### src/hw/rth_pkg.sv
// Shared constants, register map and carrier types of the room thermostat
package rth_pkg;
    // Timing: one control tick per second at a 20 ns clock
    localparam int CLK_NS   = 20;
    localparam int TICK_MS  = 1000;
    localparam int TICK_CYC = TICK_MS * 1000000 / CLK_NS;

    // Register byte addresses
    localparam logic [7:0] A_CTRL   = 8'h00;
    localparam logic [7:0] A_HYST   = 8'h04;
    localparam logic [7:0] A_TXCFG  = 8'h08;
    localparam logic [7:0] A_CMDPER = 8'h0C;
    localparam logic [7:0] A_SP0    = 8'h10;
    localparam logic [7:0] A_SP7    = 8'h2C;
    localparam logic [7:0] A_STAT   = 8'h30;
    localparam logic [7:0] A_SENS   = 8'h34;
    localparam int         NSP      = 8;

    // Control field positions
    localparam int C_SEN   = 0;
    localparam int C_SRC   = 1;
    localparam int C_HEAT  = 3;
    localparam int C_COOL  = 4;
    localparam int C_ALT   = 5;
    localparam int C_TERM  = 6;
    localparam int C_MODE  = 8;
    localparam int C_PER   = 10;
    localparam int C_OFF   = 11;
    localparam int C_WGT   = 16;
    // Status field positions
    localparam int S_ON    = 16;
    localparam int S_COOL  = 17;
    localparam int S_OK    = 18;

    // Reset values (temperatures in 0.01 degC)
    localparam logic [31:0] CTRL_RST   = 32'h0008_0009;
    localparam logic [31:0] HYST_RST   = 32'h0032_0032;
    localparam logic [31:0] TXCFG_RST  = 32'h0032_003C;
    localparam logic [31:0] CMDPER_RST = 32'h0000_003C;
    localparam logic [15:0] SP_H_RST   = 16'h07D0;
    localparam logic [15:0] SP_C_RST   = 16'h0960;

    // Correction step of half a degree, limit of ten steps
    localparam logic signed [7:0] HALF_DEG = 8'sh32;
    localparam logic signed [4:0] OFF_MAX  = 5'sh0A;
    localparam logic [5:0]        WGT_FULL = 6'h10;

    typedef enum logic [1:0] {
        RTH_SRC_INT  = 2'b00,
        RTH_SRC_BUS  = 2'b01,
        RTH_SRC_MEAN = 2'b10,
        RTH_SRC_RSV  = 2'b11
    } rth_src_t;

    typedef enum logic [1:0] {
        RTH_TERM_RAD   = 2'b00,
        RTH_TERM_FAN   = 2'b01,
        RTH_TERM_FLOOR = 2'b10,
        RTH_TERM_CEIL  = 2'b11
    } rth_term_t;

    typedef enum logic {
        RTH_CMD_OFF = 1'b0,
        RTH_CMD_ON  = 1'b1
    } rth_cmd_st_t;

    typedef struct packed {
        logic               valid;
        logic signed [15:0] value;
    } rth_obj_t;

    typedef struct packed {
        logic valid;
        logic on;
    } rth_cmd_obj_t;
endpackage

### src/hw/rth_top.sv
// Room thermostat: sensor path, two-point hysteresis control, APB slave

// Function
// - Add a half-degree correction, limited to plus or minus five degrees.
// - Send sensor value periodically and when it moved by the set delta.
// - Answer sensor reads; refuse them while the sensor is disabled.
// - Take room temperature from own sensor or from the bus value.
// - Optionally use a weighted mean of both temperatures.
// - Compare measured temperature with active setpoint continuously.
// - Send the command object periodically or on change as configured.
// - Default heating: on below setpoint minus hysteresis, off at setpoint.
// - Default cooling: on above setpoint plus hysteresis, off below it.
// - Alternate heating: on below setpoint, off at setpoint plus hysteresis.
// - Alternate cooling: on above setpoint, off at setpoint minus hysteresis.
// - Separate hysteresis widths for heating and cooling.
// - Reversed hysteresis allowed only for floor or ceiling radiant panels.
// - One setpoint per operating mode, for heating and cooling each.
module rth_top #(
    parameter int TICK_CYC = rth_pkg::TICK_CYC
) (
    input  wire logic                  pclk,
    input  wire logic                  presetn,
    input  wire logic                  psel,
    input  wire logic                  penable,
    input  wire logic                  pwrite,
    input  wire logic [7:0]            paddr,
    input  wire logic [31:0]           pwdata,
    output logic [31:0]                prdata,
    output logic                       pready,
    output logic                       pslverr,
    input  wire rth_pkg::rth_obj_t     sensor_in,
    input  wire rth_pkg::rth_obj_t     bus_temp_in,
    input  wire logic                  season_cool,
    input  wire logic                  rd_req,
    output rth_pkg::rth_obj_t          rd_rsp,
    output logic                       rd_unavail,
    output rth_pkg::rth_obj_t          sensor_tx,
    output rth_pkg::rth_cmd_obj_t      cmd_tx
);
    logic [31:0] ctrl_ff, nxt_ctrl, hyst_ff, nxt_hyst;
    logic [31:0] txcfg_ff, nxt_txcfg, cmdper_ff, nxt_cmdper;
    logic [15:0] sp_ff [rth_pkg::NSP];
    logic [15:0] nxt_sp [rth_pkg::NSP];
    logic [31:0] prdata_ff, nxt_prdata;
    logic        pready_ff, nxt_pready, pslverr_ff, nxt_pslverr;
    logic        wr_en, mapped;
    logic [31:0] rd_mux;

    // APB: answer registered in setup, so one access cycle always
    assign wr_en = psel && penable && pready_ff && pwrite;
    assign mapped = (paddr[1:0] == 2'b00) && (paddr <= rth_pkg::A_SENS);

    always_comb begin
        nxt_ctrl   = ctrl_ff;
        nxt_hyst   = hyst_ff;
        nxt_txcfg  = txcfg_ff;
        nxt_cmdper = cmdper_ff;
        nxt_sp     = sp_ff;
        if (wr_en && mapped) begin
            if (paddr == rth_pkg::A_CTRL) begin
                nxt_ctrl = {12'h000, pwdata[19:0]};
            end else if (paddr == rth_pkg::A_HYST) begin
                nxt_hyst = pwdata;
            end else if (paddr == rth_pkg::A_TXCFG) begin
                nxt_txcfg = pwdata;
            end else if (paddr == rth_pkg::A_CMDPER) begin
                nxt_cmdper = {16'h0000, pwdata[15:0]};
            end else if (paddr >= rth_pkg::A_SP0
                         && paddr <= rth_pkg::A_SP7) begin
                nxt_sp[3'(paddr[7:2] - 6'h04)] = pwdata[15:0];
            end
        end
    end

    always_ff @(posedge pclk or negedge presetn) begin
        if (!presetn) begin
            ctrl_ff   <= rth_pkg::CTRL_RST;
            hyst_ff   <= rth_pkg::HYST_RST;
            txcfg_ff  <= rth_pkg::TXCFG_RST;
            cmdper_ff <= rth_pkg::CMDPER_RST;
            for (int i = 0; i < rth_pkg::NSP; i++) begin
                sp_ff[i] <= (i < 4) ? rth_pkg::SP_H_RST : rth_pkg::SP_C_RST;
            end
        end else begin
            ctrl_ff   <= nxt_ctrl;
            hyst_ff   <= nxt_hyst;
            txcfg_ff  <= nxt_txcfg;
            cmdper_ff <= nxt_cmdper;
            sp_ff     <= nxt_sp;
        end
    end

    // Configuration fields
    logic                 sen_en, heat_en, cool_en, alt_sel, per_sel;
    rth_pkg::rth_src_t    src;
    rth_pkg::rth_term_t   term;
    logic [1:0]           mode;
    logic signed [4:0]    off_raw, off_c;
    logic [3:0]           wgt;
    assign sen_en  = ctrl_ff[rth_pkg::C_SEN];
    assign heat_en = ctrl_ff[rth_pkg::C_HEAT];
    assign cool_en = ctrl_ff[rth_pkg::C_COOL];
    assign alt_sel = ctrl_ff[rth_pkg::C_ALT];
    assign per_sel = ctrl_ff[rth_pkg::C_PER];
    assign src     = rth_pkg::rth_src_t'(ctrl_ff[rth_pkg::C_SRC +: 2]);
    assign term    = rth_pkg::rth_term_t'(ctrl_ff[rth_pkg::C_TERM +: 2]);
    assign mode    = ctrl_ff[rth_pkg::C_MODE +: 2];
    assign off_raw = $signed(ctrl_ff[rth_pkg::C_OFF +: 5]);
    assign wgt     = ctrl_ff[rth_pkg::C_WGT +: 4];

    // Inputs captured; the seen flags keep stale zero out of control
    logic signed [15:0] raw_ff, nxt_raw, btemp_ff, nxt_btemp;
    logic               raw_ok_ff, nxt_raw_ok, b_ok_ff, nxt_b_ok;
    always_comb begin
        nxt_raw    = sensor_in.valid ? sensor_in.value : raw_ff;
        nxt_raw_ok = raw_ok_ff || sensor_in.valid;
        nxt_btemp  = bus_temp_in.valid ? bus_temp_in.value : btemp_ff;
        nxt_b_ok   = b_ok_ff || bus_temp_in.valid;
    end
    always_ff @(posedge pclk or negedge presetn) begin
        if (!presetn) begin
            raw_ff    <= 16'sh0000;
            raw_ok_ff <= 1'b0;
            btemp_ff  <= 16'sh0000;
            b_ok_ff   <= 1'b0;
        end else begin
            raw_ff    <= nxt_raw;
            raw_ok_ff <= nxt_raw_ok;
            btemp_ff  <= nxt_btemp;
            b_ok_ff   <= nxt_b_ok;
        end
    end

    // Corrected sensor and measured temperature
    logic signed [15:0] sens_cor, t_meas;
    logic signed [16:0] cor_sum;
    logic signed [21:0] mean_acc;
    logic               sens_ok, temp_ok;
    always_comb begin
        off_c = off_raw;
        if (off_raw > rth_pkg::OFF_MAX) begin
            off_c = rth_pkg::OFF_MAX;
        end else if (off_raw < -rth_pkg::OFF_MAX) begin
            off_c = -rth_pkg::OFF_MAX;
        end
        cor_sum  = 17'(raw_ff)
                 + 17'(off_c) * 17'(rth_pkg::HALF_DEG);
        sens_cor = cor_sum[15:0];
        mean_acc = 22'(sens_cor) * 22'(wgt)
                 + 22'(btemp_ff) * 22'(rth_pkg::WGT_FULL - {2'b00, wgt});
        sens_ok  = sen_en && raw_ok_ff;
        if (src == rth_pkg::RTH_SRC_BUS) begin
            t_meas  = btemp_ff;
            temp_ok = b_ok_ff;
        end else if (src == rth_pkg::RTH_SRC_MEAN) begin
            t_meas  = mean_acc[19:4];
            temp_ok = sens_ok && b_ok_ff;
        end else begin
            t_meas  = sens_cor;
            temp_ok = sens_ok;
        end
    end

    // Tick prescaler; the interval timers count in ticks
    logic [31:0] pre_ff, nxt_pre;
    logic        tick;
    assign tick = (pre_ff == 32'(TICK_CYC - 1));
    assign nxt_pre = tick ? 32'h0000_0000 : pre_ff + 32'h0000_0001;
    always_ff @(posedge pclk or negedge presetn) begin
        if (!presetn) begin
            pre_ff <= 32'h0000_0000;
        end else begin
            pre_ff <= nxt_pre;
        end
    end

    // Hysteresis controller
    logic               cooling, active, alt_ok, on_c, off_c_t;
    logic signed [16:0] t17, sp17, hh17, hc17;
    rth_pkg::rth_cmd_st_t cmd_st_ff, nxt_cmd;
    // Season object only matters when both actions are enabled
    assign cooling = (heat_en && cool_en) ? season_cool : cool_en;
    assign active  = heat_en || cool_en;
    assign alt_ok  = alt_sel && (term == rth_pkg::RTH_TERM_FLOOR
                              || term == rth_pkg::RTH_TERM_CEIL);
    assign t17  = 17'(t_meas);
    assign sp17 = 17'($signed(sp_ff[{cooling, mode}]));
    assign hh17 = {1'b0, hyst_ff[15:0]};
    assign hc17 = {1'b0, hyst_ff[31:16]};

    always_comb begin
        if (!cooling) begin
            on_c    = alt_ok ? (t17 < sp17) : (t17 < sp17 - hh17);
            off_c_t = alt_ok ? (t17 >= sp17 + hh17) : (t17 >= sp17);
        end else begin
            on_c    = alt_ok ? (t17 > sp17) : (t17 > sp17 + hc17);
            off_c_t = alt_ok ? (t17 <= sp17 - hc17) : (t17 < sp17);
        end
        nxt_cmd = cmd_st_ff;
        if (!active) begin
            nxt_cmd = rth_pkg::RTH_CMD_OFF;
        end else if (temp_ok) begin
            case (cmd_st_ff)
                rth_pkg::RTH_CMD_OFF: if (on_c) nxt_cmd = rth_pkg::RTH_CMD_ON;
                rth_pkg::RTH_CMD_ON: if (off_c_t) nxt_cmd = rth_pkg::RTH_CMD_OFF;
                default: nxt_cmd = rth_pkg::RTH_CMD_OFF;
            endcase
        end
    end

    // Transmit timers and object outputs
    logic               s_exp, c_exp, delta_hit, s_send, c_send;
    logic signed [16:0] s_diff;
    logic signed [15:0] last_tx_ff, nxt_last_tx;
    rth_pkg::rth_obj_t     stx_ff, nxt_stx, rsp_ff, nxt_rsp;
    rth_pkg::rth_cmd_obj_t ctx_ff, nxt_ctx;
    logic                  unav_ff, nxt_unav;

    rth_timer u_sens_tmr (
        .clk     (pclk),
        .rst_n   (presetn),
        .tick    (tick),
        .restart (s_send),
        .period  (txcfg_ff[15:0]),
        .expire  (s_exp)
    );
    rth_timer u_cmd_tmr (
        .clk     (pclk),
        .rst_n   (presetn),
        .tick    (tick),
        .restart (!per_sel),
        .period  (cmdper_ff[15:0]),
        .expire  (c_exp)
    );

    always_comb begin
        s_diff    = 17'(sens_cor) - 17'(last_tx_ff);
        delta_hit = (txcfg_ff[31:16] != 16'h0000)
                 && ((s_diff < 0 ? -s_diff : s_diff)
                     >= $signed({1'b0, txcfg_ff[31:16]}));
        s_send    = sens_ok && (s_exp || delta_hit);
        nxt_stx   = '{valid: s_send, value: sens_cor};
        nxt_last_tx = s_send ? sens_cor : last_tx_ff;
        c_send  = per_sel ? c_exp : (nxt_cmd != cmd_st_ff);
        nxt_ctx = '{valid: c_send, on: nxt_cmd == rth_pkg::RTH_CMD_ON};
        nxt_rsp  = '{valid: rd_req && sens_ok, value: sens_cor};
        nxt_unav = rd_req && !sens_ok;
    end

    always_ff @(posedge pclk or negedge presetn) begin
        if (!presetn) begin
            cmd_st_ff  <= rth_pkg::RTH_CMD_OFF;
            last_tx_ff <= 16'sh0000;
            stx_ff     <= '0;
            ctx_ff     <= '0;
            rsp_ff     <= '0;
            unav_ff    <= 1'b0;
        end else begin
            cmd_st_ff  <= nxt_cmd;
            last_tx_ff <= nxt_last_tx;
            stx_ff     <= nxt_stx;
            ctx_ff     <= nxt_ctx;
            rsp_ff     <= nxt_rsp;
            unav_ff    <= nxt_unav;
        end
    end

    // APB read data and answer
    always_comb begin
        rd_mux = 32'h0000_0000;
        if (paddr == rth_pkg::A_CTRL) begin
            rd_mux = ctrl_ff;
        end else if (paddr == rth_pkg::A_HYST) begin
            rd_mux = hyst_ff;
        end else if (paddr == rth_pkg::A_TXCFG) begin
            rd_mux = txcfg_ff;
        end else if (paddr == rth_pkg::A_CMDPER) begin
            rd_mux = cmdper_ff;
        end else if (paddr >= rth_pkg::A_SP0 && paddr <= rth_pkg::A_SP7) begin
            rd_mux = {16'h0000, sp_ff[3'(paddr[7:2] - 6'h04)]};
        end else if (paddr == rth_pkg::A_STAT) begin
            rd_mux = {13'h0000, temp_ok, cooling, cmd_st_ff, t_meas};
        end else if (paddr == rth_pkg::A_SENS) begin
            rd_mux = {16'h0000, sens_cor};
        end
        nxt_pready  = psel && !penable;
        nxt_prdata  = (nxt_pready && !pwrite && mapped) ? rd_mux : prdata_ff;
        nxt_pslverr = nxt_pready && !mapped;
    end

    always_ff @(posedge pclk or negedge presetn) begin
        if (!presetn) begin
            prdata_ff  <= 32'h0000_0000;
            pready_ff  <= 1'b0;
            pslverr_ff <= 1'b0;
        end else begin
            prdata_ff  <= nxt_prdata;
            pready_ff  <= nxt_pready;
            pslverr_ff <= nxt_pslverr;
        end
    end

    assign prdata     = prdata_ff;
    assign pready     = pready_ff;
    assign pslverr    = pslverr_ff;
    assign rd_rsp     = rsp_ff;
    assign rd_unavail = unav_ff;
    assign sensor_tx  = stx_ff;
    assign cmd_tx     = ctx_ff;
endmodule

### src/hw/rth_timer.sv
// Repeating interval timer counted in control ticks
module rth_timer (
    input  wire logic        clk,
    input  wire logic        rst_n,
    input  wire logic        tick,
    input  wire logic        restart,
    input  wire logic [15:0] period,
    output logic             expire
);
    logic [15:0] cnt_ff;
    logic [15:0] nxt_cnt;
    logic        exp_ff;
    logic        nxt_exp;

    // A period of zero disables the timer
    always_comb begin
        nxt_cnt = cnt_ff;
        nxt_exp = 1'b0;
        if (restart || period == 16'h0000) begin
            nxt_cnt = 16'h0000;
        end else if (tick) begin
            if (cnt_ff + 16'h0001 >= period) begin
                nxt_cnt = 16'h0000;
                nxt_exp = 1'b1;
            end else begin
                nxt_cnt = cnt_ff + 16'h0001;
            end
        end
    end

    always_ff @(posedge clk or negedge rst_n) begin
        if (!rst_n) begin
            cnt_ff <= 16'h0000;
            exp_ff <= 1'b0;
        end else begin
            cnt_ff <= nxt_cnt;
            exp_ff <= nxt_exp;
        end
    end

    assign expire = exp_ff;
endmodule

### config.mk
export PLATFORM = sky130hd
export DESIGN_NAME = rth_top
export DESIGN_NICKNAME = d
export VERILOG_FILES = /design/src/hw/rth_pkg.sv /design/src/hw/rth_top.sv /design/src/hw/rth_timer.sv
export SDC_FILE = /design/constraint.sdc
export NUM_CORES = 1
export LEC_CHECK = 0
export ABC_AREA = 1
export BUFFER_PORTS_ARGS = -buffer_cell sky130_fd_sc_hd__buf_4
export CAP_MARGIN = 5
export CELL_PAD_IN_SITES_DETAIL_PLACEMENT = 1
export CELL_PAD_IN_SITES_GLOBAL_PLACEMENT = 2
export CORE_MARGIN = 5
export CORE_UTILIZATION = 31
export DETAILED_ROUTE_END_ITERATION = 7
export GPL_TIMING_DRIVEN = 1
export PLACE_DENSITY_LB_ADDON = 0.12
export SYNTH_ARGS = -nofsm -noshare
export SYNTH_HDL_FRONTEND = slang
export SYNTH_SLANG_ARGS = --single-unit
### constraint.sdc
create_clock -name pclk -period 17.6 [get_ports pclk]
set_clock_uncertainty 0.2 [all_clocks]
set_input_delay 1.76 -clock pclk [delete_from_list [all_inputs] [get_ports pclk]]
set_output_delay 1.76 -clock pclk [all_outputs]
set_load 0.03 [all_outputs]
# Word-level counts from Yosys, hierarchy flattened
# Index checks and enable logic that the tools add are counted.
# Widths: inputs -> output; s select.
[classes] n_addsub=13 multipliers=3 n_lt_le_gt_ge=19 n_eq_ne=11 mux=49 bitwise_logic=7 n_reduce_logical=43
[ops] cell="$mux 16" n=14
[ops] cell="$bwmux 128" n=1
[ops] cell="$mux 32" n=4
[ops] cell="$bmux 16 s3" n=2
[ops] cell="$mux 19" n=3
[ops] cell="$demux 16 s3" n=1
[ops] cell="$ge 16x16->1" n=3
[ops] cell="$add 16x17->17" n=2
[ops] cell="$sub 16x17->17" n=2
[ops] cell="$add 16x1->16 const B" n=2
[ops] cell="$add 32x1->32 const B" n=1
[ops] cell="$eq 32x26->1 const B" n=1
[ops] cell="$logic_not 16->1" n=2
[ops] cell="$add 20x20->20" n=1
[ops] cell="$mul 16x5->20" n=1
[ops] cell="$mul 16x6->20" n=1
[ops] cell="$mux 1" n=20
[ops] cell="$logic_and 1x1->1" n=19
[ops] cell="$ge 16x17->1" n=1
[ops] cell="$ge 17x17->1" n=1
[ops] cell="$gt 16x17->1" n=1
[ops] cell="$le 16x17->1" n=1
[ops] cell="$lt 16x17->1" n=1
[ops] cell="$lt 17x1->1 const B" n=1
[ops] cell="36 further kinds" n=59
[word_totals] regBits=399 inputBits=81 out_inout_bits=71 wordCells=176

# Logic depth before layout (Yosys ltp)
# Gate-level depths: netlist of run 1.
[logic_depth] ltp_word=18 ltp_mapped=73 depth_no_buf=73

# By module
# Synthesis of run 1 repeated with hierarchy kept, for this count alone.
[hier_totals] cells_unflattened=4203 area_unflattened_um2=32364.8
[modules_own_cells] module="rth_top" n_inst=1 cells_each=3729 area_each_um2=29186.7 seq_area_each_um2=9208.8
[modules_own_cells] module="rth_timer" n_inst=2 cells_each=237 area_each_um2=1589.0 seq_area_each_um2=425.4

# Worst setup path before layout of run 1
# No wires, ideal clock.
[synth_path] kind="reg2reg" from="register ctrl_ff[12]" to="register ctx_ff, in the netlist cmd_tx[1]" setup_time_ns=0.117 arrival_time_ns=10.173 required_ns=17.283 slack_ns=7.109 path_stages_with_launch=58 n_path_buf=0 synth_period_minus_slack_ns=10.491 path_cell_list="dfrtp_1 -> nand2_1 -> nand2_1 -> nand2_1 -> ha_1 -> o21ai_0 -> fa_1 -> ha_1 -> fa_1 -> ha_1 -> nand2_1 -> nor2_1 -> nor2_1 -> nor2_2 -> nand2_4 -> nand2_4 -> inv_1 -> ha_1 -> [... 22 more ...] -> nand2_4 -> inv_1 -> ha_1 -> inv_1 -> o311ai_0 -> a21oi_1 -> o21ai_0 -> nand2_1 -> inv_1 -> nand2_1 -> nand2_1 -> nand2_1 -> nand2_1 -> nand2_2 -> nand2_2 -> nand2_1 -> nand3_1 -> nand2_1"
[synth_via] elab_chain_len=18 elab_cells_between_ends=30 cone_classes="2 x add/sub; 2 x mul; 9 x order compare; 1 x eq/ne; 16 x mux"
[synth_rtl] element="from (decl)" line="rth_top.sv:40" rtl="logic [31:0] ctrl_ff, nxt_ctrl, hyst_ff, nxt_hyst;"
[synth_rtl] element="from (signal assigned)" line="rth_top.sv:77" rtl="ctrl_ff <= rth_pkg::CTRL_RST;"
[synth_rtl] element="from (signal assigned)" line="rth_top.sv:85" rtl="ctrl_ff <= nxt_ctrl;"
[synth_rtl] element="$lt 5x5->1" line="rth_top.sv:143" rtl="end else if (off_raw < -rth_pkg::OFF_MAX) begin"
[synth_rtl] element="$mux 5" line="rth_top.sv:143"
[synth_rtl] element="$mux 5 (*)" line="rth_top.sv:141" rtl="if (off_raw > rth_pkg::OFF_MAX) begin"
[synth_rtl] element="$mul 5x6->11 (*)" line="rth_top.sv:147" rtl="+ 17'(off_c) * 17'(rth_pkg::HALF_DEG);"
[synth_rtl] element="$add 16x12->16 (*)" line="rth_top.sv:147"
[synth_rtl] element="$mul 16x5->20" line="rth_top.sv:149" rtl="mean_acc = 22'(sens_cor) * 22'(wgt)"
[synth_rtl] element="$add 20x20->20" line="rth_top.sv:150" rtl="+ 22'(btemp_ff) * 22'(rth_pkg::WGT_FULL - {2'b00, wgt});"
[synth_rtl] element="$mux 16 (*)" line="rth_top.sv:155" rtl="end else if (src == rth_pkg::RTH_SRC_MEAN) begin"
[synth_rtl] element="[... 3 more ...]"
[synth_rtl] element="$mux 1" line="rth_top.sv:192" rtl="if (!cooling) begin"
[synth_rtl] element="$mux 1 (on tied branches)" line="rth_top.sv:205, rth_top.sv:204"
[synth_rtl] element="$pmux 1 s2 (*)" line="rth_top.sv:203" rtl="case (cmd_st_ff)"
[synth_rtl] element="$mux 1 (*)" line="rth_top.sv:202" rtl="end else if (temp_ok) begin"
[synth_rtl] element="$mux 1 (*)" line="rth_top.sv:200" rtl="if (!active) begin"
[synth_rtl] element="$ne 1x1->1 (*)" line="rth_top.sv:244" rtl="c_send = per_sel ? c_exp : (nxt_cmd != cmd_st_ff);"
[synth_rtl] element="$mux 1 (*)" line="rth_top.sv:244"
[synth_rtl] element="via c_send" line="rth_top.sv:212" rtl="logic s_exp, c_exp, delta_hit, s_send, c_send;"
[synth_rtl] element="to (signal assigned)" line="rth_top.sv:262" rtl="ctx_ff <= nxt_ctx;"
[synth_rtl] element="to (decl)" line="rth_top.sv:216" rtl="rth_pkg::rth_cmd_obj_t ctx_ff, nxt_ctx;"
# Mark *: on every way through the listed nets, which the timed path passes. The rest lies on a longest branch.
# A chain may end at the register's enable or synchronous reset.

# Final worst setup path of run 1
# Ends and elaborated chain as after synthesis.

==> results of run 1 <==
==> metrics by stage <==
stage               hold slack, ns  instance area [um^2]  std cells
floorplan                    0.225                 31800       4076
global placement             0.253                 34500       5505
detailed placement           0.259                 34500       5505
CTS                          0.275                 36300       5603
global route                 0.291                 36300       5603
finish                       0.275                 36300       5604
==> worst max-delay path by stage <==
stage	to	cells past startpoint	slack, ns
floorplan	cmd_tx[1]	57	7.11
global placement	cmd_tx[1]	54	5.54
detailed placement	cmd_tx[1]	57	5.24
CTS	cmd_tx[1]	54	5.14
global route	cmd_tx[1]	53	4.32
finish	cmd_tx[1]	57	5.24
==> power by group through the flow <==
stage / clock, mW / combinational [mW] / sequential (mW)
after floorplan: 0 / 0.213 / 0.977
after global placement: 0 / 0.384 / 0.974
after detailed placement: 0 / 0.389 / 0.974
after CTS: 1.18 / 0.391 / 0.958
after global routing: 1.21 / 0.429 / 0.958
final: 1.14 / 0.383 / 0.958
==> state kept, by name, summed over array words and instances, names as in the netlist, 2 cells and up <==
name	count
btemp_ff	16
cmd_tx	2
cmdper_ff	16
ctrl_ff	20
hyst_ff	32
last_tx_ff	16
prdata	32
pre_ff	32
raw_ff	16
rd_rsp	17
sp_ff	128
txcfg_ff	32
u_cmd_tmr.cnt_ff	16
u_sens_tmr.cnt_ff	16
==> final cells by class <==
class	instances	area [um^2]
fill	12400	65500
multi-input combinational	2767	18300
sequential	399	10100
inverter	750	2820
tap	1368	1710
timing repair buffer	221	1680
clock buffer	85	1610
clock inverter	13	185
antenna	1	2.50
==> metal layers <==
layer	GRT usage [%]	share of wire, %	vias up
met5	0	0	-
met1	30.7	46	13800
li1	-	-	13400
met3	2.39	3.3	98
met4	4.77	2.0	0
met2	39.6	48	396
==> cell usage after synthesis, types with 7 or more instances <==
cell	number	area share, %
nor2_2	16	0.31
nor2_1	255	3.0
o211ai_1	9	0.21
a22oi_1	21	0.50
o22ai_1	44	0.86
inv_2	13	0.15
nand4_1	32	0.63
a21o_1	8	0.19
a221oi_1	15	0.41
o221ai_1	13	0.36
o31ai_1	7	0.17
dfrtp_1	339	27
nor4_1	18	0.35
xor2_1	120	3.3
a21oi_1	255	4.0
o21bai_1	36	0.85
mux2_2	13	0.46
buf_4	17	0.40
inv_1	728	8.6
fa_1	119	7.5
ha_1	305	12
o2bb2ai_1	12	0.33
nand3_1	96	1.5
nand2_4	7	0.25
xnor2_1	21	0.58
a31oi_1	11	0.22
nand2_1	736	8.7
nor3_1	45	0.71
o32ai_1	10	0.28
nand2_2	11	0.22
o2111ai_1	8	0.22
clkinv_1	8	0.094
clkbuf_1	132	1.6
o21ai_1	12	0.19
o21ai_0	436	6.9
nand3_2	10	0.31
a211oi_1	9	0.21
dfstp_2	60	5.0
==> worst max-delay path, delay by kind of cell, from the launching register on <==
kind,cells,cell delay [ns]
adder cells (fa/ha/maj),13,5.27
flip-flops,1,0.42
AND/OR/NAND/NOR,25,2.39
buffers and inverters,9,0.86
XOR/XNOR,1,0.76
AO/OA/AOI/OAI,9,2.33
==> cell families (layout without fill, tap and decap cells) <==
logic type	after synthesis	in the layout	share of synthesized area, %
xor+xnor	143	143	3.98
buf+inv	910	1069	11.1
compound gates	932	932	16.7
flops	399	399	31.6
fa+ha+maj	424	424	19.5
simple gates	1255	1255	16.7
other cells	0	1	0
mux	13	13	0.460
==> summary.txt, run 1 <==
Floorplanning
  – Row cnt: 117
  – Initial core utilization: 31.3%
  – Chip Height: 330 um
  – CORE AREA: 0.102 mm^2
  – Die ar.: approximately 0.11 mm^2
  – Die width: 330 um
  – Top Ports: between 150 and 200

Power and ir drop
  – Reg power frac: between 30% and 40%
  – Peak supply drop: 75.0 uV
  – Comb pwr share: 15.5%
  – Pleak: approximately 17 nW
  – Total power: roughly 2.5 mW
  – Clock share of power: between 40% and 50%
  – Internal: ~1.7 mW
  – Psw: 0.748 mW
  – Pwr Density: slightly below 70 mW/mm^2
  – Sw frac: 30.2%

Routing
  – Drt pass-1 iters: 5
  – Routed vias/inst: between 4 and 5
  – DR DRC count: 0
  – Initial drt markers: 1566
  – Via count: 27700
  – Detailed Route WL: 124000 um
  – Post-route ant nets: 0
  – WL per Instance: 22.0 um

Clocking
  – CTS Root Cell: clkbuf_16
  – H-Tree Depth: 2
  – CTS tree: done
  – Reg clk slew, reported paths: 0.06 ns
  – Clk_lat worst skew: 0.68 ns
  – Post-CTS Resized: 0
  – CTS buffer count: 53
  – TritonCTS sink count: 399
  – Hold buffer count at cts: 0
  – Clk buf depth: 3
  – Post CTS Setup Buffer Count: 0

Worst setup path
  – R2R cell count: 57
  – CP Max Fanout: 7
  – Crit path kind: flop to flop
  – Worst Setup SP: ctrl_ff[12]
  – Worst Path Arrival: 12.68 ns
  – Endpoint type of the worst setup path: flop
  – R2r setup slk: 5.24 ns
  – R2r endpoint: cmd_tx[1]
  – Worst R2R Start: ctrl_ff[12]
  – Slowest cell on the critical path: xnor2_1
  – CP most frequent cell: nand2_1
  – Crit path required time: ~18 ns
  – Crit path launch type: flop
  – Largest stage delay on the critical path: 0.76 ns

Hold path
  – Hold depth: 1
  – Worst hold start: raw_ok_ff
  – Hold Path End: raw_ok_ff
  – Hold Crit Class: flop to flop

Placed design
  – DP HPWL: a little over 90000 um
  – Pre-CTS WS: approximately 5.2 ns
  – Placer congestion estimate: 0.830
  – Number of port buffers: about 150

Timing
  – Tcrit/Tclk final: 70.2%
  – Slew margin rel.: 21.6%
  – Final Hold Viols: 0
  – Final Max Tran Viols: 0
  – Worst Slack Setup Final: roughly 5.2 ns
  – Max Clk Rate: 80.9 MHz
  – Setup_tns: 0 ns
  – Final min period: 12.36 ns
  – Unrepaired setup endpoints after global routing: no
  – Worst slew pin tran: 1.17 ns
  – Setup Viol. Count Final: 0

GRT
  – Total GRT Usage: 22.7%
  – GR Overflow Total: 0
  – Largest net degree at the start of global routing: 132
  – First-pass GRT wire length: 187000 um
  – Initial antenna violation count: 0
  – Vias in the first global route: 29100

Layout
  – Commonest non-fill, non-tap cell in the layout: nand2_1
  – Fraction of layout instances using a drive strength above 1: 11.2%
  – Area growth syn-to-layout: 14.1%
  – Fin nets: 4697
  – Final core area utilization: 35.7%
  – Most frequent cells in the layout: nand2_1, inv_1, o21ai_0

Status
  – Status: complete, no violations

Logic synthesis
  – Sequential area share after synthesis: 31.6%
  – Number of synthesized flops with an enable pin: 0
  – Yosys warnings: 0
  – Count of unique library cells instantiated by Yosys: 71
  – Synth Cell Area: 0.0318 mm^2
  – Synth Register Bits: between 300 and 400
  – Asr flop ratio synth: between 90% and 100%
  – Primary FF master, synth: dfrtp_1
  – Syn nets: roughly 4600
  – Post-Synthesis Cells: 4076
  – Mean post-synth cell area: between 7 and 8 um^2

Job
  – Max_cap viols: 0
Power figures use the tool's default switching activity.
==> inputs of run 2 (changes only) <==
==> constraint.sdc (replaced) <==
create_clock -name pclk -period 10.6 [get_ports pclk]
set_clock_uncertainty 0.2 [all_clocks]
set_input_delay 1.06 -clock pclk [delete_from_list [all_inputs] [get_ports pclk]]
set_output_delay 1.06 -clock pclk [all_outputs]
set_load 0.03 [all_outputs]
==> summary.txt, run 2 (synthesis results as in run 1) <==
Power and ir drop
  – Pleak: 17.9 nW (+3.0%)
  – Internal: 2.98 mW (+73%)
  – Reg power frac: 37.2% (-1.5 points)
  – Psw: 1.28 mW (+72%)
  – Pwr Density: 113 mW/mm^2 (+66%)
  – Sw frac: 30.1% (-0.12 points)
  – Clock share of power: 46.8% (+0.9 points)
  – Comb pwr share: 16.0% (+0.5 points)
  – Peak supply drop: 105 uV (+40%)

Routing
  – WL per Instance: 22.0 um (-0.42%)
  – Detailed Route WL: 125000 um (+1.1%)
  – Drt pass-1 iters: 5 (unchanged)
  – Routed vias/inst: 4.93 (-0.12%)
  – Post-route ant nets: 0 (unchanged)
  – Via count: 28000 (+1.4%)
  – DR DRC count: 0 (unchanged)
  – Initial drt markers: 1383 (-12%)

Floorplanning
  – Chip Height: 330 um (unchanged)
  – Die ar.: 0.109 mm^2 (unchanged)
  – Top Ports: 152 (unchanged)
  – Row cnt: 117 (unchanged)
  – Initial core utilization: 31.3% (unchanged)
  – CORE AREA: 0.102 mm^2 (unchanged)
  – Die width: 330 um (unchanged)

Clocking
  – Clk buf depth: 3 (unchanged)
  – H-Tree Depth: 2 (unchanged)
  – Hold buffer count at cts: 0 (unchanged)
  – CTS buffer count: 54 (+1.9%)
  – Reg clk slew, reported paths: 0.06 ns (about the same)
  – Clk_lat worst skew: 0.68 ns (about the same)
  – CTS Root Cell: clkbuf_16
  – TritonCTS sink count: 399 (unchanged)
  – CTS tree: done

Placed design
  – Placer congestion estimate: 0.853 (+2.7%)
  – DP HPWL: 94100 um (+0.83%)
  – Placed cells: 5565 (+1.1%)
  – Number of port buffers: 151 (unchanged)

Worst setup path
  – Crit path required time: 10.93 ns (-6.99 ns)
  – Worst Setup EP: cmd_tx[1]
  – R2r setup slk: 0.37 ns (-4.87 ns)
  – CP most frequent cell: nand2_1
  – Worst Path Arrival: 10.55 ns (-2.13 ns)
  – Worst R2R Start: ctrl_ff[12]
  – Critical path depth in cells: 51 (-11%)
  – R2r endpoint: cmd_tx[1]
  – Crit path max-delay family: adder cells
  – R2R cell count: 51 (-11%)
  – Endpoint type of the worst setup path: flop
  – Crit path launch type: flop
  – Critical path buffer and inverter count: 9 (unchanged)
  – CP Max Fanout: 5 (-2)
  – Worst Setup SP: ctrl_ff[12]
  – Slowest cell on the critical path: fa_1
  – Largest stage delay on the critical path: 0.55 ns (-0.21 ns)
  – Crit path kind: flop to flop

GRT
  – Vias in the first global route: 29300 (+0.56%)
  – Total GRT Usage: 22.8% (+0.11 points)
  – Largest net degree at the start of global routing: 128 (-3.0%)
  – First-pass GRT wire length: 187000 um (+0.16%)
  – Initial antenna violation count: 5 (+5)
  – GR Overflow Total: 0 (unchanged)

Timing
  – Max Clk Rate: 97.8 MHz (+21%)
  – Setup Viol. Count Final: 0 (unchanged)
  – Slew margin rel.: 20.8% (-0.85 points)
  – Final Hold Viols: 0 (unchanged)
  – Unrepaired setup endpoints after global routing: yes
  – Tcrit/Tclk final: 96.5% (+26 points)
  – Setup_tns: 0 ns (unchanged)
  – Final min period: 10.23 ns (-2.13 ns)
  – Worst slew pin tran: 1.19 ns (+0.0148 ns)
  – Final Max Tran Viols: 0 (unchanged)

Layout
  – Area growth syn-to-layout: 18.4%
  – Layout Cells excl Fill: 5687 (+1.5%)
  – Most frequent cells in the layout: nand2_1, inv_1, o21ai_0
  – Fraction of layout instances using a drive strength above 1: 15.5% (+4.3 points)
  – Top register by number of flip-flops: sp_ff
  – Fin nets: 4777 (+1.7%)
  – Largest register FFs: 128 (unchanged)
  – Final core area utilization: 37.0% (+1.3 points)
  – Commonest non-fill, non-tap cell in the layout: nand2_1

Status
  – Status: complete, no violations

Hold path
  – Hold Crit Class: input pin to async pin

Job
  – Max_cap viols: 0 (unchanged)
[run 2: layout make-up]
type / count / area, um^2
Clock buffer: 70 / 1530
Fill cell: 12300 / 64200
Timing Repair Buffer: 300 / 2290
Sequential cell: 399 / 10100
Tap cell: 1368 / 1710
Multi-Input combinational cell: 2767 / 18900
Inverter: 750 / 2830
Antenna cell: 2 / 5.00
Clock inverter: 31 / 402
[run 2: per-stage QoR]
stage | total power, mW | instance area [um^2] | setup slack [ns] | hold slack (ns)
after global placement | 2.27 | 35000 | -0.0378 | 0.258
after floorplan | 1.98 | 31800 | 0.109 | 0.225
final | 4.27 | 37700 | 0.374 | 0.112
after global routing | 4.48 | 37700 | -0.249 | 0.124
after detailed placement | 2.28 | 35000 | -0.214 | 0.260
after CTS | 4.34 | 37200 | 0.0105 | 0.0946
[run 2: power groups by stage]
| stage | clock [mW] | combinational (mW) | sequential (mW) |
|---|---|---|---|
| after floorplan | 0 | 0.353 | 1.62 |
| after global placement | 0 | 0.656 | 1.61 |
| after detailed placement | 0 | 0.663 | 1.61 |
| after CTS | 2.07 | 0.675 | 1.59 |
| after global routing | 2.13 | 0.759 | 1.59 |
| final | 2.00 | 0.681 | 1.59 |
[run 2: worst min-delay path by stage]
| stage | cells past startpoint | end | start |
|---|---|---|---|
| finish | 1 | btemp_ff[4] | presetn |
| floorplan | 2 | cmd_tx[1] | u_cmd_tmr.expire |
| global route | 1 | btemp_ff[4] | presetn |
| global placement | 1 | b_ok_ff | b_ok_ff |
| CTS | 1 | btemp_ff[4] | presetn |
| detailed placement | 1 | b_ok_ff | b_ok_ff |
[run 2: layer usage]
metal  up-vias  GRT usage [%]  wire length [um]
li1      13600              -                 -
met1     13900           31.0             57900
met2       461           38.1             57800
met3       141           3.02              5170
met4         2           6.80              3990
met5         -          0.266                34
[run 2: what timing repair did]
action,4_1_cts,5_1_grt
pin swaps,24,78
gates resized for setup,42,94
endpoints found under the hold margin,0,0
buffers inserted,6,13
setup endpoints to repair,2,3
